$ cat src/pkg/frm_pkg.sv
package frm_pkg;

  localparam int REG_W = 16;
  localparam int ADDR_W = 18;
  localparam int PAR_W = 12;
  localparam int IRQ_W = 2;

  // register indices; the byte address is four times the index
  localparam logic [15:0] IDX_CLEAR = 16'hF421;
  localparam logic [15:0] IDX_PAR_MASK = 16'hF422;
  localparam logic [15:0] IDX_SW_MASK = 16'hF423;
  localparam logic [15:0] IDX_WD_MASK = 16'hF424;
  localparam logic [15:0] IDX_FLAG = 16'hF427;
  localparam logic [15:0] IDX_CODE = 16'hF428;
  localparam logic [15:0] IDX_IRQ_STATUS = 16'hF440;
  localparam logic [15:0] IDX_IRQ_CLEAR = 16'hF441;
  localparam logic [15:0] IDX_IRQ_ENABLE = 16'hF442;

  localparam logic [ADDR_W-1:0] ADDR_CLEAR = {IDX_CLEAR, 2'b00};
  localparam logic [ADDR_W-1:0] ADDR_PAR_MASK = {IDX_PAR_MASK, 2'b00};
  localparam logic [ADDR_W-1:0] ADDR_SW_MASK = {IDX_SW_MASK, 2'b00};
  localparam logic [ADDR_W-1:0] ADDR_WD_MASK = {IDX_WD_MASK, 2'b00};
  localparam logic [ADDR_W-1:0] ADDR_FLAG = {IDX_FLAG, 2'b00};
  localparam logic [ADDR_W-1:0] ADDR_CODE = {IDX_CODE, 2'b00};
  localparam logic [ADDR_W-1:0] ADDR_IRQ_STATUS = {IDX_IRQ_STATUS, 2'b00};
  localparam logic [ADDR_W-1:0] ADDR_IRQ_CLEAR = {IDX_IRQ_CLEAR, 2'b00};
  localparam logic [ADDR_W-1:0] ADDR_IRQ_ENABLE = {IDX_IRQ_ENABLE, 2'b00};

  // reset values
  localparam logic [PAR_W-1:0] RST_PAR_MASK = 12'h003;
  localparam logic RST_SW_MASK = 1'b0;
  localparam logic RST_WD_MASK = 1'b0;
  localparam logic RST_CLEAR = 1'b0;
  localparam logic [REG_W-1:0] RST_CODE = 16'h0000;
  localparam logic [IRQ_W-1:0] RST_IRQ = 2'h0;

  // field positions
  localparam int CLEAR_POS = 0;
  localparam int SW_MASK_POS = 0;
  localparam int WD_MASK_POS = 0;
  localparam int FLAG_POS = 0;
  localparam int CODE_SW_POS = 15;
  localparam int CODE_WD_POS = 12;
  localparam int IRQ_FIRST_POS = 0;
  localparam int IRQ_LATER_POS = 1;

  // parity mask field positions, same layout as the code bits
  localparam int POS_DMEM_B_BANK3 = 11;
  localparam int POS_DMEM_B_BANK2 = 10;
  localparam int POS_DMEM_B_BANK1 = 9;
  localparam int POS_DMEM_B_BANK0 = 8;
  localparam int POS_DMEM_A_BANK3 = 7;
  localparam int POS_DMEM_A_BANK2 = 6;
  localparam int POS_DMEM_A_BANK1 = 5;
  localparam int POS_DMEM_A_BANK0 = 4;
  localparam int POS_PROGMEM_1 = 3;
  localparam int POS_PROGMEM_0 = 2;
  localparam int POS_RATE_CONVERTER_1 = 1;
  localparam int POS_RATE_CONVERTER_0 = 0;

  // apb slave states
  typedef enum logic [1:0] {
    ST_IDLE = 2'b01,
    ST_ACK = 2'b10
  } frm_state_type;

  // register select, one bit per register
  typedef enum logic [9:0] {
    SEL_NONE = 10'b0000000001,
    SEL_CLEAR = 10'b0000000010,
    SEL_PAR_MASK = 10'b0000000100,
    SEL_SW_MASK = 10'b0000001000,
    SEL_WD_MASK = 10'b0000010000,
    SEL_FLAG = 10'b0000100000,
    SEL_CODE = 10'b0001000000,
    SEL_IRQ_STATUS = 10'b0010000000,
    SEL_IRQ_CLEAR = 10'b0100000000,
    SEL_IRQ_ENABLE = 10'b1000000000
  } frm_sel_type;

endpackage

$ cat src/rtl/frm_fault_capture.sv
`timescale 1ns/1ns
module frm_fault_capture (
  input wire logic clk,
  input wire logic rst,
  input wire logic [frm_pkg::PAR_W-1:0] parity_err,
  input wire logic sw_err,
  input wire logic wd_err,
  input wire logic [frm_pkg::PAR_W-1:0] parity_mask,
  input wire logic sw_mask,
  input wire logic wd_mask,
  input wire logic clear_pulse,
  output logic fault_flag,
  output logic [frm_pkg::REG_W-1:0] fault_code,
  output logic first_event,
  output logic later_event
);

  logic [frm_pkg::REG_W-1:0] reported;
  logic any_err;
  logic take;

  // gate each source by its mask, placed at code bit positions
  always_comb begin
    reported = '0;
    reported[frm_pkg::PAR_W-1:0] = parity_err & ~parity_mask;
    reported[frm_pkg::CODE_SW_POS] = sw_err & ~sw_mask;
    reported[frm_pkg::CODE_WD_POS] = wd_err & ~wd_mask;
  end

  assign any_err = |reported;
  // an error in the clearing cycle starts a fresh fault, set beats clear
  assign take = any_err && (!fault_flag || clear_pulse);

  // sticky master flag
  always_ff @(posedge clk) begin
    if (rst) begin
      fault_flag <= 1'b0;
    end else if (take) begin
      fault_flag <= 1'b1;
    end else if (clear_pulse) begin
      fault_flag <= 1'b0;
    end
  end

  // first-error code, frozen while the flag stands
  always_ff @(posedge clk) begin
    if (rst) begin
      fault_code <= frm_pkg::RST_CODE;
    end else if (take) begin
      fault_code <= reported;
    end else if (clear_pulse) begin
      fault_code <= frm_pkg::RST_CODE;
    end
  end

  // event pulses for the interrupt status
  always_ff @(posedge clk) begin
    if (rst) begin
      first_event <= 1'b0;
      later_event <= 1'b0;
    end else begin
      first_event <= take;
      later_event <= any_err && fault_flag && !clear_pulse;
    end
  end

endmodule // frm_fault_capture

$ cat src/rtl/frm_fault_report.sv
`timescale 1ns/1ns
module frm_fault_report (
  input wire logic CLK,
  input wire logic RST,
  input wire logic PSEL,
  input wire logic PENABLE,
  input wire logic PWRITE,
  input wire logic [frm_pkg::ADDR_W-1:0] PADDR,
  input wire logic [31:0] PWDATA,
  input wire logic [3:0] PSTRB,
  output logic [31:0] PRDATA,
  output logic PREADY,
  output logic PSLVERR,
  input wire logic [frm_pkg::PAR_W-1:0] PARITY_ERR,
  input wire logic SW_ERR,
  input wire logic WD_ERR,
  output logic FAULT,
  output logic IRQ
);

  // bus state and the register that the address selects
  frm_pkg::frm_state_type state;
  frm_pkg::frm_sel_type sel;

  // register storage
  logic clear_bit;
  logic clear_pulse;
  logic [frm_pkg::PAR_W-1:0] parity_mask;
  logic sw_mask;
  logic wd_mask;
  logic [frm_pkg::IRQ_W-1:0] irq_status;
  logic [frm_pkg::IRQ_W-1:0] irq_enable;

  // results of the capture block
  logic fault_flag;
  logic [frm_pkg::REG_W-1:0] fault_code;
  logic first_event;
  logic later_event;

  // bus qualifiers and merged write images
  logic access;
  logic wr_fire;
  logic [frm_pkg::REG_W-1:0] wr_val_clear;
  logic [frm_pkg::REG_W-1:0] wr_val_par;
  logic [frm_pkg::REG_W-1:0] wr_val_sw;
  logic [frm_pkg::REG_W-1:0] wr_val_wd;
  logic [frm_pkg::REG_W-1:0] wr_val_irq;

  // read value and interrupt next values
  logic [frm_pkg::REG_W-1:0] rd_val;
  logic [frm_pkg::IRQ_W-1:0] irq_clr;
  logic [frm_pkg::IRQ_W-1:0] irq_set;
  logic [frm_pkg::IRQ_W-1:0] next_irq_status;

  // named fields of the parity mask, used for readback
  logic dmem_b_bank3_mask;
  logic dmem_b_bank2_mask;
  logic dmem_b_bank1_mask;
  logic dmem_b_bank0_mask;
  logic dmem_a_bank3_mask;
  logic dmem_a_bank2_mask;
  logic dmem_a_bank1_mask;
  logic dmem_a_bank0_mask;
  logic progmem_1_mask;
  logic progmem_0_mask;
  logic rate_converter_1_mask;
  logic rate_converter_0_mask;

  // address decode, shared by read and write paths
  function automatic frm_pkg::frm_sel_type decode(input logic [frm_pkg::ADDR_W-1:0] addr);
    if (addr == frm_pkg::ADDR_CLEAR) begin
      decode = frm_pkg::SEL_CLEAR;
    end else if (addr == frm_pkg::ADDR_PAR_MASK) begin
      decode = frm_pkg::SEL_PAR_MASK;
    end else if (addr == frm_pkg::ADDR_SW_MASK) begin
      decode = frm_pkg::SEL_SW_MASK;
    end else if (addr == frm_pkg::ADDR_WD_MASK) begin
      decode = frm_pkg::SEL_WD_MASK;
    end else if (addr == frm_pkg::ADDR_FLAG) begin
      decode = frm_pkg::SEL_FLAG;
    end else if (addr == frm_pkg::ADDR_CODE) begin
      decode = frm_pkg::SEL_CODE;
    end else if (addr == frm_pkg::ADDR_IRQ_STATUS) begin
      decode = frm_pkg::SEL_IRQ_STATUS;
    end else if (addr == frm_pkg::ADDR_IRQ_CLEAR) begin
      decode = frm_pkg::SEL_IRQ_CLEAR;
    end else if (addr == frm_pkg::ADDR_IRQ_ENABLE) begin
      decode = frm_pkg::SEL_IRQ_ENABLE;
    end else begin
      decode = frm_pkg::SEL_NONE;
    end
  endfunction

  // byte-lane merge of write data into a 16-bit register image
  function automatic logic [frm_pkg::REG_W-1:0] merge(
    input logic [frm_pkg::REG_W-1:0] old_val,
    input logic [31:0] wdata,
    input logic [3:0] strb
  );
    logic [frm_pkg::REG_W-1:0] res;
    res = old_val;
    if (strb[0]) begin
      res[7:0] = wdata[7:0];
    end
    if (strb[1]) begin
      res[15:8] = wdata[15:8];
    end
    merge = res;
  endfunction

  // write strobe of one register; every storage process shares it
  function automatic logic wr_hit(
    input logic fire,
    input frm_pkg::frm_sel_type cur,
    input frm_pkg::frm_sel_type target
  );
    wr_hit = fire && (cur == target);
  endfunction

  assign sel = decode(PADDR);
  assign access = PSEL && PENABLE;
  // writes land only at the edge where pready is seen high
  assign wr_fire = access && PWRITE && (state == frm_pkg::ST_ACK);

  // merged images; only implemented bits are kept below
  assign wr_val_clear = merge({15'h0000, clear_bit}, PWDATA, PSTRB);
  assign wr_val_par = merge({4'h0, parity_mask}, PWDATA, PSTRB);
  assign wr_val_sw = merge({15'h0000, sw_mask}, PWDATA, PSTRB);
  assign wr_val_wd = merge({15'h0000, wd_mask}, PWDATA, PSTRB);
  assign wr_val_irq = merge(16'h0000, PWDATA, PSTRB);

  // second data memory banks
  assign dmem_b_bank3_mask = parity_mask[frm_pkg::POS_DMEM_B_BANK3];
  assign dmem_b_bank2_mask = parity_mask[frm_pkg::POS_DMEM_B_BANK2];
  assign dmem_b_bank1_mask = parity_mask[frm_pkg::POS_DMEM_B_BANK1];
  assign dmem_b_bank0_mask = parity_mask[frm_pkg::POS_DMEM_B_BANK0];

  // first data memory banks
  assign dmem_a_bank3_mask = parity_mask[frm_pkg::POS_DMEM_A_BANK3];
  assign dmem_a_bank2_mask = parity_mask[frm_pkg::POS_DMEM_A_BANK2];
  assign dmem_a_bank1_mask = parity_mask[frm_pkg::POS_DMEM_A_BANK1];
  assign dmem_a_bank0_mask = parity_mask[frm_pkg::POS_DMEM_A_BANK0];

  // program memories and rate converters; converters masked after reset
  assign progmem_1_mask = parity_mask[frm_pkg::POS_PROGMEM_1];
  assign progmem_0_mask = parity_mask[frm_pkg::POS_PROGMEM_0];
  assign rate_converter_1_mask = parity_mask[frm_pkg::POS_RATE_CONVERTER_1];
  assign rate_converter_0_mask = parity_mask[frm_pkg::POS_RATE_CONVERTER_0];

  // apb handshake: one wait state so read data comes from a flop
  always_ff @(posedge CLK) begin
    if (RST) begin
      state <= frm_pkg::ST_IDLE;
      PREADY <= 1'b0;
    end else begin
      case (state)
        frm_pkg::ST_IDLE: begin
          if (access) begin
            state <= frm_pkg::ST_ACK;
            PREADY <= 1'b1;
          end
        end
        frm_pkg::ST_ACK: begin
          state <= frm_pkg::ST_IDLE;
          PREADY <= 1'b0;
        end
        default: begin
          state <= frm_pkg::ST_IDLE;
          PREADY <= 1'b0;
        end
      endcase
    end
  end

  // read mux; reserved bits read zero
  always_comb begin
    rd_val = 16'h0000;
    if (sel == frm_pkg::SEL_CLEAR) begin
      rd_val[frm_pkg::CLEAR_POS] = clear_bit;
    end else if (sel == frm_pkg::SEL_PAR_MASK) begin
      rd_val[frm_pkg::POS_DMEM_B_BANK3] = dmem_b_bank3_mask;
      rd_val[frm_pkg::POS_DMEM_B_BANK2] = dmem_b_bank2_mask;
      rd_val[frm_pkg::POS_DMEM_B_BANK1] = dmem_b_bank1_mask;
      rd_val[frm_pkg::POS_DMEM_B_BANK0] = dmem_b_bank0_mask;
      rd_val[frm_pkg::POS_DMEM_A_BANK3] = dmem_a_bank3_mask;
      rd_val[frm_pkg::POS_DMEM_A_BANK2] = dmem_a_bank2_mask;
      rd_val[frm_pkg::POS_DMEM_A_BANK1] = dmem_a_bank1_mask;
      rd_val[frm_pkg::POS_DMEM_A_BANK0] = dmem_a_bank0_mask;
      rd_val[frm_pkg::POS_PROGMEM_1] = progmem_1_mask;
      rd_val[frm_pkg::POS_PROGMEM_0] = progmem_0_mask;
      rd_val[frm_pkg::POS_RATE_CONVERTER_1] = rate_converter_1_mask;
      rd_val[frm_pkg::POS_RATE_CONVERTER_0] = rate_converter_0_mask;
    end else if (sel == frm_pkg::SEL_SW_MASK) begin
      rd_val[frm_pkg::SW_MASK_POS] = sw_mask;
    end else if (sel == frm_pkg::SEL_WD_MASK) begin
      rd_val[frm_pkg::WD_MASK_POS] = wd_mask;
    end else if (sel == frm_pkg::SEL_FLAG) begin
      rd_val[frm_pkg::FLAG_POS] = fault_flag;
    end else if (sel == frm_pkg::SEL_CODE) begin
      rd_val = fault_code;
    end else if (sel == frm_pkg::SEL_IRQ_STATUS) begin
      rd_val[frm_pkg::IRQ_W-1:0] = irq_status;
    end else if (sel == frm_pkg::SEL_IRQ_ENABLE) begin
      rd_val[frm_pkg::IRQ_W-1:0] = irq_enable;
    end else begin
      rd_val = 16'h0000;
    end
  end

  // read data captured in the first access cycle, held for the ack
  always_ff @(posedge CLK) begin
    if (RST) begin
      PRDATA <= 32'h00000000;
    end else if (access && state == frm_pkg::ST_IDLE) begin
      PRDATA <= PWRITE ? 32'h00000000 : {16'h0000, rd_val};
    end else if (state == frm_pkg::ST_ACK) begin
      PRDATA <= 32'h00000000;
    end
  end

  // unmapped addresses answer with an error, reads and writes alike
  always_ff @(posedge CLK) begin
    if (RST) begin
      PSLVERR <= 1'b0;
    end else if (access && state == frm_pkg::ST_IDLE) begin
      PSLVERR <= (sel == frm_pkg::SEL_NONE);
    end else if (state == frm_pkg::ST_ACK) begin
      PSLVERR <= 1'b0;
    end
  end

  // clear bit storage; reserved bits of the word are dropped
  always_ff @(posedge CLK) begin
    if (RST) begin
      clear_bit <= frm_pkg::RST_CLEAR;
    end else if (wr_hit(wr_fire, sel, frm_pkg::SEL_CLEAR)) begin
      clear_bit <= wr_val_clear[frm_pkg::CLEAR_POS];
    end
  end

  // rising-edge detector on the clear bit, one-cycle pulse
  always_ff @(posedge CLK) begin
    if (RST) begin
      clear_pulse <= 1'b0;
    end else if (wr_hit(wr_fire, sel, frm_pkg::SEL_CLEAR)) begin
      // writing one over one, or zero, leaves the fault state alone
      clear_pulse <= wr_val_clear[frm_pkg::CLEAR_POS] && !clear_bit;
    end else begin
      clear_pulse <= 1'b0;
    end
  end

  // parity mask, reserved upper bits are never stored
  always_ff @(posedge CLK) begin
    if (RST) begin
      parity_mask <= frm_pkg::RST_PAR_MASK;
    end else if (wr_hit(wr_fire, sel, frm_pkg::SEL_PAR_MASK)) begin
      parity_mask <= wr_val_par[frm_pkg::PAR_W-1:0];
    end
  end

  // software mask bit
  always_ff @(posedge CLK) begin
    if (RST) begin
      sw_mask <= frm_pkg::RST_SW_MASK;
    end else if (wr_hit(wr_fire, sel, frm_pkg::SEL_SW_MASK)) begin
      sw_mask <= wr_val_sw[frm_pkg::SW_MASK_POS];
    end
  end

  // watchdog mask bit
  always_ff @(posedge CLK) begin
    if (RST) begin
      wd_mask <= frm_pkg::RST_WD_MASK;
    end else if (wr_hit(wr_fire, sel, frm_pkg::SEL_WD_MASK)) begin
      wd_mask <= wr_val_wd[frm_pkg::WD_MASK_POS];
    end
  end

  // masking, sticky flag and first-error capture
  frm_fault_capture u_capture (
    .clk(CLK),
    .rst(RST),
    .parity_err(PARITY_ERR),
    .sw_err(SW_ERR),
    .wd_err(WD_ERR),
    .parity_mask(parity_mask),
    .sw_mask(sw_mask),
    .wd_mask(wd_mask),
    .clear_pulse(clear_pulse),
    .fault_flag(fault_flag),
    .fault_code(fault_code),
    .first_event(first_event),
    .later_event(later_event)
  );

  // interrupt status: write-one-to-clear, a new event wins over the clear
  always_comb begin
    irq_set = '0;
    irq_set[frm_pkg::IRQ_FIRST_POS] = first_event;
    irq_set[frm_pkg::IRQ_LATER_POS] = later_event;
    irq_clr = '0;
    if (wr_hit(wr_fire, sel, frm_pkg::SEL_IRQ_CLEAR)) begin
      irq_clr = wr_val_irq[frm_pkg::IRQ_W-1:0];
    end
    next_irq_status = (irq_status & ~irq_clr) | irq_set;
  end

  always_ff @(posedge CLK) begin
    if (RST) begin
      irq_status <= frm_pkg::RST_IRQ;
    end else begin
      irq_status <= next_irq_status;
    end
  end

  // interrupt enable
  always_ff @(posedge CLK) begin
    if (RST) begin
      irq_enable <= frm_pkg::RST_IRQ;
    end else if (wr_hit(wr_fire, sel, frm_pkg::SEL_IRQ_ENABLE)) begin
      irq_enable <= wr_val_irq[frm_pkg::IRQ_W-1:0];
    end
  end

  // interrupt pin straight from a flop; lags the status by one cycle
  always_ff @(posedge CLK) begin
    if (RST) begin
      IRQ <= 1'b0;
    end else begin
      IRQ <= |(irq_status & irq_enable);
    end
  end

  // fault pin, a registered copy of the internal flag
  always_ff @(posedge CLK) begin
    if (RST) begin
      FAULT <= 1'b0;
    end else begin
      FAULT <= fault_flag;
    end
  end

endmodule // frm_fault_report

$ cat config.mk
export PLATFORM = sky130hd
export DESIGN_NAME = frm_fault_report
export DESIGN_NICKNAME = d
export VERILOG_FILES = /design/src/pkg/frm_pkg.sv /design/src/rtl/frm_fault_capture.sv /design/src/rtl/frm_fault_report.sv
export SDC_FILE = /design/constraint.sdc
export NUM_CORES = 1
export LEC_CHECK = 0
export BUFFER_PORTS_ARGS = -buffer_cell sky130_fd_sc_hd__buf_2
export CORE_ASPECT_RATIO = 0.7
export CORE_UTILIZATION = 52
export DETAILED_ROUTE_END_ITERATION = 16
export GPL_ROUTABILITY_DRIVEN = 0
export PLACE_DENSITY_LB_ADDON = 0.12
export SETUP_SLACK_MARGIN = 0.02
export SLEW_MARGIN = 30
export SYNTH_ARGS = -nofsm -noshare
export SYNTH_HDL_FRONTEND = slang
export SYNTH_SLANG_ARGS = --single-unit
$ cat constraint.sdc
create_clock -name CLK -period 5.84 [get_ports CLK]
set_input_delay 0.876 -clock CLK [delete_from_list [all_inputs] [get_ports CLK]]
set_output_delay 0.876 -clock CLK [all_outputs]
set_load 0.01 [all_outputs]
# --- Word level (Yosys, flattened, before mapping) ---
# Index checks and enable logic that the tools add are counted.
totals:
  regBits: 75
  input_bits: 73
  out_inout_bits: 36
  elab_cells: 113
op_classes:
  bitwise_logic: 12
  n_eq_ne: 21
  reduce_logical: 28
  muxes: 34
ops:
  columns: ["operator", "count"]
  rows:
  - ["$eq A18 B18 Y1 const B", 9]
  - ["$mux W10", 9]
  - ["$mux W16", 4]
  - ["$mux W32", 2]
  - ["$mux W15", 4]
  - ["$logic_and A1 B1 Y1", 14]
  - ["$reduce_or A14 Y1", 1]
  - ["$and A12 B12 Y12", 1]
  - ["$mux W12", 1]
  - ["$not A12 Y12", 1]
  - ["$eq A10 B1 Y1 const B", 1]
  - ["$eq A10 B10 Y1 const B", 1]
  - ["$eq A10 B2 Y1 const B", 1]
  - ["$eq A10 B3 Y1 const B", 1]
  - ["$eq A10 B4 Y1 const B", 1]
  - ["$eq A10 B5 Y1 const B", 1]
  - ["$eq A10 B6 Y1 const B", 1]
  - ["$eq A10 B7 Y1 const B", 1]
  - ["$eq A10 B8 Y1 const B", 1]
  - ["$eq A10 B9 Y1 const B", 1]
  - ["$mux W1", 9]
  - ["$mux W2", 4]
  - ["$reduce_and A2 Y1", 4]
  - ["$reduce_or A2 Y1", 3]
  - ["other kinds (11)", 19]

# --- Logic depth before layout (Yosys ltp) ---
# Gate-level depths: netlist of the first run.
logic_depth:
  ltp_word: 21
  mapped_depth: 8
  ltp_nobuf: 6

# --- Hierarchy ---
# Synthesis of the first run repeated with hierarchy kept, for this count alone.
hier_totals:
  hier_cells: 345
  hier_area_um2: 2975.4
modules_own_cells:
  columns: ["module", "seq_area_each_um2", "area_each_um2", "cells_per_inst", "n_inst"]
  rows:
  - ["frm_fault_report", 820.8, 2015.7, 227, 1]
  - ["frm_fault_capture", 340.3, 959.7, 118, 1]

# --- Least setup slack after synthesis of the first run ---
# No wires, ideal clock.
synth_timing:
  path_type: "in2reg"
  start: "in PADDR[10] (netlist bit)"
  end: "reg clear_bit"
  setup_ns: 0.128
  path_slack_ns: 2.957
  t_required_ns: 5.712
  cell_stages: 7
  path_buffers: 1
  t_arrival_ns: 2.756
  path_cell_list: "or4b_1 buf_2 or4_4 or3_1 nor2_1 mux2i_1 nor2_1"
synth_between:
  elab_chain_cells: 12
  word_cells_on_any_way: 20
  cone_classes: "eq/ne: 10; mux: 9; reduce/logical: 1"
synth_rtl:
  columns: ["item", "line", "source"]
  rows:
  - ["from (decl)", "frm_fault_report.sv:8", "input wire logic [frm_pkg::ADDR_W-1:0] PADDR,"]
  - ["$eq A18 B18 Y1", "frm_fault_report.sv:87", "end else if (addr == frm_pkg::ADDR_IRQ_ENABLE) begin"]
  - ["$mux W10", "frm_fault_report.sv:87", null]
  - ["$mux W10", "frm_fault_report.sv:85", "end else if (addr == frm_pkg::ADDR_IRQ_CLEAR) begin"]
  - ["$mux W10", "frm_fault_report.sv:83", "end else if (addr == frm_pkg::ADDR_IRQ_STATUS) begin"]
  - ["$mux W10", "frm_fault_report.sv:81", "end else if (addr == frm_pkg::ADDR_CODE) begin"]
  - ["$mux W10", "frm_fault_report.sv:79", "end else if (addr == frm_pkg::ADDR_FLAG) begin"]
  - ["$mux W10", "frm_fault_report.sv:77", "end else if (addr == frm_pkg::ADDR_WD_MASK) begin"]
  - ["$mux W10", "frm_fault_report.sv:75", "end else if (addr == frm_pkg::ADDR_SW_MASK) begin"]
  - ["$mux W10", "frm_fault_report.sv:73", "end else if (addr == frm_pkg::ADDR_PAR_MASK) begin"]
  - ["$mux W10 *", "frm_fault_report.sv:71", "if (addr == frm_pkg::ADDR_CLEAR) begin"]
  - ["$eq A10 B2 Y1 *", "frm_fault_report.sv:117", "wr_hit = fire && (cur == target);"]
  - ["$logic_and A1 B1 Y1 *", "frm_fault_report.sv:117", null]
  - ["to (signal assigned)", "frm_fault_report.sv:235", "clear_bit <= frm_pkg::RST_CLEAR;"]
  - ["to (signal assigned)", "frm_fault_report.sv:237", "clear_bit <= wr_val_clear[frm_pkg::CLEAR_POS];"]
  - ["to (decl)", "frm_fault_report.sv:26", "logic clear_bit;"]
# Every way passes the cells marked *; elsewhere a longest branch is shown, timed or not.
# A chain may end at the register's enable or synchronous reset.

# --- Worst setup path after layout of the first run ---
layout_timing:
  start: "in PADDR[10] (netlist bit)"
  end: "reg PRDATA[0]"
layout_between:
  elab_chain_cells: 21
  word_cells_on_any_way: 36
  cone_classes: "eq/ne: 17; mux: 19"
layout_rtl:
  columns: ["item", "line", "source"]
  rows:
  - ["$eq A18 B18 Y1", "frm_fault_report.sv:87", null]
  - ["$mux W10", "frm_fault_report.sv:87", null]
  - ["$mux W10", "frm_fault_report.sv:85", null]
  - ["$mux W10", "frm_fault_report.sv:83", null]
  - ["$mux W10", "frm_fault_report.sv:81", null]
  - ["$mux W10", "frm_fault_report.sv:79", null]
  - ["$mux W10", "frm_fault_report.sv:77", null]
  - ["$mux W10", "frm_fault_report.sv:75", null]
  - ["(+5 left out)", null, null]
  - ["$mux W16", "frm_fault_report.sv:199", "end else if (sel == frm_pkg::SEL_CODE) begin"]
  - ["$mux W1", "frm_fault_report.sv:197", "end else if (sel == frm_pkg::SEL_FLAG) begin"]
  - ["$mux W1", "frm_fault_report.sv:195", "end else if (sel == frm_pkg::SEL_WD_MASK) begin"]
  - ["$mux W1", "frm_fault_report.sv:193", "end else if (sel == frm_pkg::SEL_SW_MASK) begin"]
  - ["$mux W12", "frm_fault_report.sv:180", "end else if (sel == frm_pkg::SEL_PAR_MASK) begin"]
  - ["$mux W1 *", "frm_fault_report.sv:178", "if (sel == frm_pkg::SEL_CLEAR) begin"]
  - ["$mux W16 *", "frm_fault_report.sv:215", "PRDATA <= PWRITE ? 32'h00000000 : {16'h0000, rd_val};"]
  - ["$mux W32 *", "frm_fault_report.sv:214", "end else if (access && state == frm_pkg::ST_IDLE) begin"]
  - ["to (signal assigned)", "frm_fault_report.sv:215", null]
  - ["to (decl)", "frm_fault_report.sv:11", "output logic [31:0] PRDATA,"]
# Marks and branches as above.

==> out/qor.csv, run 1 <==
metric,value,unit
hold_viol,0,
path_max_fanout,12,
initial_utilization,55.5,%
synth_cells,300,
cp.arrival,3.28,ns
hold_class,register to register,
first_pass_iters,4,
chipWidth,88.3,um
synth_compound_area_share,16.8,%
antenna_found_initial,0,
synth_ff_type,dfxtp_1,
combPwrFrac,10.3,%
cpMaxStageDelayCell,or4b_1,
clk_latency,0.30,ns
yosysMostFrequentCell,dfxtp_1,
hpwl,4.87,mm
vias,2383,
die_y,62.4,um
min_period_over_period,52.3,%
wl_per_cell,14.9,um
postCtsSetupRepairBufs,0,
grt_max_degree,47,
grt_pass1_vias,2198,
worst_setup_path_start_kind,primary input,
yosysTopAreaCellShare,41.3,%
cts_htree_levels,2,
numCtsBuffers,5,
placedCellCount,424,
cts_tree,done,
rsz0062_at_grt,no,
cpPeakStageDelay,0.67,ns
nFillCells,440,
ys_seq_elements,56,
yosysUniqueCellTypes,52,
synth_area,2710,um^2
vias_per_cell,5.52,
path_cells,"buf_2, or4b_1, nor4_2, and2_1, nand3b_1, o211ai_1, a221oi_2",
synth-xor-area-share,0,%
worst-setup-path-type,primary input to register,
fin_cells,432,
met1_usage,39.6,%
synth.mux.area_fraction,6.74,%
synth_area_per_cell,9.04,um^2
numClockSinks,56,
core,4890,um^2
io_pins,109,
power.total,0.000675,W
fmax,327,MHz
tns,0,ns
grt_pass1_wl,10.7,mm
syn_to_final_growth,15.2,%
period_minus_slack,3.06,ns
cts-resized-gates,0,
finalSetupViolations,0,
grt_usage,25.2,%
max_cap_viol_count,0,
busiest_layer,met1,
met3_usage,5.02,%
async_flop_share,0,%
diodes,0,
p_sw,0.000170,W
synth_top_family_by_area,simple AND/OR/NAND/NOR gates,
met2_usage,35.1,%
relSlewSlack,38.6,%
maxSlewViolCount,0,
drt_wl_total,6.43,mm
worst_ep_required_time,6.06,ns
die_area,5510,um^2
path_clk_slew,0.10,ns
port_buffers,68,
internal_power,0.000505,W
synth_edf_count,0,
holdBufCountCts,0,
yosys.area_share.simple,27.3,%
skew,0.00621,ns
p_leak,1.24,nW
postLayoutCoreUtil,63.9,%
first_iter_violations,190,
clk_path_buf_depth,2,
clkPwrFrac,31.2,%
nets,435,
outcome,"finished, final reports clean",
num_rows,21,
yosysTopAreaCell,dfxtp_1,
ant_nets,0,
critPathCaptureType,register,
layout-drive-gt1-share,24.0,%
power_density,216,nW/um^2
overflow,0,
drc_errors,0,
ys_seq_area_share,41.3,%
p_sw_share,25.2,%
irDropWorstVdd,0.000152,V
yosys-top-cells-count,"56 x dfxtp_1, 40 x nor2_1, 19 x nor2b_1, 18 x buf_4, 16 x mux2i_1",
root_buffer,clkbuf_8,
yosys-top-cells-area,"dfxtp_1 41%, mux2i_1 5.9%, nor2_1 5.5%",
ys_warn_count,0,
tightestPinTransition,0.915,ns
seqPwrFrac,58.5,%
synth_fa_ha_area_share,0,%
[per-layer routing]
metal	wire length [um]	vias to the layer above
met4	22	0
met5	0	-
met2	2640	91
li1	-	1171
met3	500	2
met1	3260	1119
[path summary, 6_finish.rpt]
path / from / end / slack [ns] / depth (start not counted)
max: PADDR[10] / PRDATA[0]$_SDFFE_PP0P_ / 2.78 / 7
min: u_capture.later_event$_SDFF_PP0_ / irq_status[1]$_SDFF_PP0_ / 0.45 / 2
max reg2reg: wd_mask$_SDFFE_PP0P_ / u_capture.fault_code[6]$_SDFFE_PP0P_ / 3.40 / 6
min reg2reg: u_capture.later_event$_SDFF_PP0_ / irq_status[1]$_SDFF_PP0_ / 0.45 / 2
[layout make-up]
type                    count  area (um^2)  area share (%)
clock buffers               5         68.8            2.20
clock inverters             3         22.5           0.721
inverters                   5         18.8           0.601
multi-input cells         225         1460            46.7
flip-flops and latches     56         1120            35.9
well taps                  69         86.3            2.76
repair buffers             69          348            11.1
[cell usage in the layout, fill, tap and decap left out, types with 2 or more instances in the layout]
cell       netlist  final
o21ai_1          4      4
buf_2            4     68
a211o_1          2      2
clkbuf_8         0      5
nor2b_1         19     19
mux2_1           2      2
nand2_1         13     13
nand3b_1        10     10
nor2_1          40     40
nor3_1           5      5
o21ai_0          2      2
conb_1           1     18
inv_1            5      5
or3_1            2      2
nor4_1           6      6
mux2i_1         16     16
nand2b_1         6      6
a22o_1          10     10
dfxtp_1         56     56
nand4_1          2      2
and2_1           2      2
a21oi_1          7      7
nor4_2           2      2
nand3_1          8      8
nor3b_1          2      2
a22oi_1         14     14
a2bb2oi_1       10     10
[cells by family after synthesis]
logic type,after synthesis
flops,56
compound gates,58
simple gates,131
buf+inv,36
mux,18
other cells,1
[power by group through the flow]
stage / registers (W) / clock network (W) / logic (W)
6_report: 0.000395 / 0.000211 / 0.0000694
5_1_grt: 0.000396 / 0.000234 / 0.0000768
4_1_cts: 0.000395 / 0.000216 / 0.0000687
3_5_place_dp: 0.000404 / 0 / 0.0000684
3_3_place_gp: 0.000403 / 0 / 0.0000670
2_1_floorplan: 0.000403 / 0 / 0.0000475
[stage by stage]
step                      hold slack [ns]  instance area [um^2]  setup slack [ns]
final                               0.448                  3120              2.78
after global routing                0.473                  3120              2.69
after CTS                           0.443                  3120              2.84
after detailed placement            0.429                  3030              2.53
after global placement              0.422                  3020              2.20
after floorplan                     0.411                  2780              2.96
[worst max-delay path: cells and delay by family]
kind                   cells  cell delay (ns)
and+or+nand+nor            4             1.92
AOI/OAI and AO/OA          2             0.38
buffers and inverters      1             0.09
[flip-flops by register name (all words and copies together), names as in the netlist]
name                   flops
u_capture.fault_code      14
sw_mask                    1
state                      1
PRDATA                    14
PREADY                     1
u_capture.fault_flag       1
IRQ                        1
clear_pulse                1
irq_enable                 2
FAULT                      1
PSLVERR                    1
wd_mask                    1
u_capture.first_event      1
u_capture.later_event      1
clear_bit                  1
parity_mask               12
irq_status                 2
Note: power is estimated with default switching activity, not from simulation.
==> run 2, diff against run 1 <==
Settings changed: CORE_UTILIZATION 52 to 44.
Clock period 5.84 ns to 2.7 ns, I/O delays scaled along.
==> out/qor.csv, run 2 (synthesis results as in run 1) <==
metric,value,unit
grt_pass1_vias,2198,
clk_latency,0.31,ns
layout.cells.most_common,buf_2,
cts_htree_levels,2,
syn_to_final_growth,19.5,%
period_minus_slack,2.36,ns
clk_path_buf_depth,2,
vias,2394,
hold_class,primary input to register,
die_y,67.7,um
postLayoutCoreUtil,55.5,%
min_period_over_period,87.3,%
vias_per_cell,5.30,
worst_ep_required_time,2.90,ns
drt_wl_total,6.77,mm
tns,0,ns
finalSetupViolations,0,
core,5840,um^2
die_area,6480,um^2
postCtsSetupRepairBufs,0,
drc_errors,0,
num_rows,23,
maxSlewViolCount,0,
internal_power,0.00112,W
clkPwrFrac,32.0,%
fmax,424,MHz
wl_per_cell,15.0,um
outcome,"finished, final reports clean",
numClockSinks,56,
grt_pass1_wl,10.7,mm
numCtsBuffers,5,
cts-resized-gates,0,
path_clk_slew,0.10,ns
initial_utilization,46.4,%
ant_nets,0,
first_iter_violations,140,
skew,0.0113,ns
hpwl,5.20,mm
p_leak,1.31,nW
chipWidth,95.8,um
worst-setup-path-type,primary input to register,
grt_max_degree,25,
nets,449,
critPathCaptureType,register,
power_density,458,nW/um^2
root_buffer,clkbuf_8,
path_max_fanout,10,
diodes,0,
combPwrFrac,10.5,%
relSlewSlack,56.3,%
place_ws,0.0504,ns
io_pins,109,
cts_tree,done,
first_pass_iters,4,
grt_usage,22.2,%
layout-drive-gt1-share,26.3,%
port_buffers,68,
cp.arrival,2.56,ns
irDropWorstVdd,0.000315,V
reg_top3,"PRDATA x14, u_capture.fault_code x14, parity_mask x12",
p_sw_share,24.6,%
holdBufCountCts,0,
worst_setup_path_start_kind,primary input,
seqPwrFrac,57.5,%
fin_ws,0.344,ns
max_cap_viol_count,0,
rsz0062_at_grt,no,
overflow,0,
p_sw,0.000365,W
hold_viol,0,
tightestPinTransition,0.649,ns
antenna_found_initial,0,
final_cell_mix,"68 x buf_2, 56 x dfxtp_1, 40 x nor2_1, 19 x nor2b_1, 18 x conb_1",
[run 2: changes by cell type in the layout (fill, tap and decap cells not counted)]
cell and change:
inv_6 -1, clkinvlp_4 +1, clkinv_2 -1, clkbuf_8 +1, a21boi_1 +1, buf_12 +1, buf_4 +13, clkinv_4 -1
o31ai_2 +1, a21boi_2 -1, o31ai_4 -1, clkbuf_1 +1
[run 2: per-stage QoR]
step	power (W)	hold WS, ns	area (um^2)	std cells
6_report	0.00148	0.320	3240	452
2_1_floorplan	0.000974	0.411	2780	317
3_5_place_dp	0.00103	0.432	3150	444
3_3_place_gp	0.00102	0.427	3150	444
5_1_grt	0.00155	0.316	3240	452
4_1_cts	0.00149	0.322	3240	452
[run 2: area by class of cell]
class,count,area (um^2)
well taps,75,93.8
clock inverters,1,7.51
multi-input cells,225,1450
repair buffers,83,465
flip-flops and latches,56,1120
fillers,574,2600
inverters,5,18.8
clock buffers,7,86.3
[run 2: critical path, stage by stage]
cell and delay, ns:
buf_2 0.09, or4b_1 0.61, buf_4 0.18, nor4_2 0.31
nand3_1 0.23, nor2_4 0.36, nor2b_1 0.09, a211o_1 0.27
[run 2: final timing paths]
kind	start	endpoint	slack (ns)	cells after the start
worst max-delay path	PADDR[10]	parity_mask[1]$_SDFFE_PP1P_	0.34	8
worst max register to register	wd_mask$_SDFFE_PP0P_	u_capture.fault_code[3]$_SDFFE_PP0P_	0.61	6
worst min register to register	u_capture.later_event$_SDFF_PP0_	irq_status[1]$_SDFF_PP0_	0.44	2
worst min-delay path	PWDATA[11]	parity_mask[11]$_SDFFE_PP0P_	0.32	3
[run 2: layer usage]
layer | vias to the layer above | share of wire (%) | global-route usage (%) | wire, um
met1 | 1100 | 52 | 32.4 | 3490
met5 | - | 0 | 0 | 0
met3 | 5 | 8.0 | 6.42 | 540
li1 | 1205 | - | - | -
met2 | 84 | 40 | 31.7 | 2700
met4 | 0 | 0.65 | 5.22 | 44
[run 2: power by group through the flow]
stage / sequential [W] / clock, W / combinational, W
after floorplan: 0.000871 / 0 / 0.000103
after global placement: 0.000872 / 0 / 0.000152
after detailed placement: 0.000872 / 0 / 0.000154
after CTS: 0.000853 / 0.000486 / 0.000154
after global routing: 0.000856 / 0.000525 / 0.000173
final: 0.000853 / 0.000476 / 0.000155
==> run 3, diff against run 2 <==
Settings changed: REMOVE_ABC_BUFFERS from default to 1.
==> out/qor.csv, run 3 (synthesis results as in run 1) <==
metric,value,unit
outcome,"finished, final reports clean",
drt_wl_total,6.61,mm
worst_setup_path_start_kind,register,
placedCellCount,440,
initial_utilization,46.4,%
timing.rr.end,u_capture.fault_code[10]$_SDFFE_PP0P_,
chipWidth,95.8,um
skew,0.00759,ns
first_pass_iters,4,
num_rows,23,
cpMaxStageDelayCell,or4_1,
holdBufCountCts,0,
postCtsSetupRepairBufs,0,
grt_pass1_wl,10.5,mm
irDropWorstVdd,0.000216,V
grt_pass1_vias,2118,
die_y,67.7,um
hold_end,parity_mask[6]$_SDFFE_PP0P_,
clk_latency,0.30,ns
place_ws,0.161,ns
grt_max_degree,46,
vias,2342,
path_buf_inv,1,
finalSetupViolations,0,
critPathCaptureType,register,
cp_top_family,simple AND/OR/NAND/NOR gates,
hold_viol,0,
worst-setup-path-type,register to register,
period_minus_slack,2.23,ns
clk_path_buf_depth,2,
port_buffers,68,
maxSlewViolCount,0,
power_density,444,nW/um^2
hpwl,5.00,mm
io_pins,109,
wl_per_cell,14.9,um
grt_usage,21.6,%
min_period_over_period,82.5,%
numClockSinks,56,
cts_tree,done,
r2r_slack,0.47,ns
min-delay-start,PWDATA[6],
fin_cells,445,
rsz0062_at_grt,no,
syn_to_final_growth,17.9,%
root_buffer,clkbuf_8,
cts_htree_levels,2,
tns,0,ns
worst_ep_required_time,2.94,ns
relSlewSlack,58.0,%
p_leak,1.28,nW
layout.cells.most_common,buf_2,
hold_class,primary input to register,
numCtsBuffers,5,
reg_top3,"PRDATA x14, u_capture.fault_code x14, parity_mask x12",
antenna_found_initial,0,
whs_path_depth,3,
path_max_fanout,10,
final_cell_mix,"68 x buf_2, 56 x dfxtp_1, 40 x nor2_1, 19 x nor2b_1, 18 x conb_1",
drc_errors,0,
power.total,0.00142,W
overflow,0,
tightestPinTransition,0.624,ns
nets,445,
ant_nets,0,
vias_per_cell,5.26,
fin_ws,0.471,ns
cpPeakStageDelay,0.57,ns
die_area,6480,um^2
path_cells,"nor2b_1, or4_1, nor4_1, buf_4, o21a_1, a22o_1",
rr_worst_depth,6,
cp.arrival,2.47,ns
core,5840,um^2
layout-drive-gt1-share,25.1,%
diodes,0,
first_iter_violations,124,
rr_startpoint,wd_mask$_SDFFE_PP0P_,
cts-resized-gates,0,
fmax,449,MHz
max_cap_viol_count,0,
path_clk_slew,0.09,ns
-- run 3: cell count changes in the layout (fill, tap and decap cells not counted), sizes merged --
| cell | before | now |
|---|---|---|
| buf | 83 | 79 |
| clkbuf | 7 | 5 |
| clkinvlp | 1 | 0 |
-- run 3: layout make-up --
class / count / area (um^2)
fill: 574 / 2650
multi-input combinational: 225 / 1450
sequential: 56 / 1120
timing repair buffer: 79 / 448
tap: 75 / 93.8
clock buffer: 5 / 68.8
inverter: 5 / 18.8
-- run 3: per-layer routing --
metal | vias up | global-route usage (%) | wire length [um]
met2 | 78 | 32.2 | 2700
met4 | 0 | 5.04 | 25
met3 | 2 | 5.86 | 499
li1 | 1192 | - | -
met1 | 1070 | 30.9 | 3390
met5 | - | 0 | 0
-- run 3: worst max-delay path by stage --
stage | from | endpoint | slack (ns) | cells after the start
3_3_place_gp | PADDR[10] | parity_mask[1]$_SDFFE_PP1P_ | 0.17 | 9
2_1_floorplan | PADDR[10] | PRDATA[12]$_SDFFE_PP0P_ | 0.15 | 6
4_1_cts | PADDR[10] | parity_mask[0]$_SDFFE_PP1P_ | 0.49 | 9
6_report | wd_mask$_SDFFE_PP0P_ | u_capture.fault_code[10]$_SDFFE_PP0P_ | 0.47 | 6
3_5_place_dp | PADDR[10] | parity_mask[0]$_SDFFE_PP1P_ | 0.16 | 9
5_1_grt | parity_mask[3]$_SDFFE_PP0P_ | u_capture.fault_code[10]$_SDFFE_PP0P_ | 0.30 | 7
-- run 3: worst reg2reg max path, cell delays in order, from the launching register on --
cell and delay, ns:
dfxtp_1 0.36, nor2b_1 0.07, or4_1 0.57, nor4_1 0.39, buf_4 0.20, o21a_1 0.38, a22o_1 0.21
-- run 3: report_power, final --
group	switching, W	internal, W
logic	0.0000877	0.0000648
clock network	0.000245	0.000168
registers	0.0000101	0.000843
total	0.000342	0.00108
-- run 3: metrics by stage --
| stage | hold WS, ns | area (um^2) | util, % |
|---|---|---|---|
| 4_1_cts | 0.330 | 3200 | 54.7 |
| 6_report | 0.333 | 3200 | 54.7 |
| 5_1_grt | 0.334 | 3200 | 54.7 |
| 3_3_place_gp | 0.424 | 3130 | 53.5 |
| 2_1_floorplan | 0.405 | 2590 | - |
| 3_5_place_dp | 0.429 | 3130 | 53.5 |
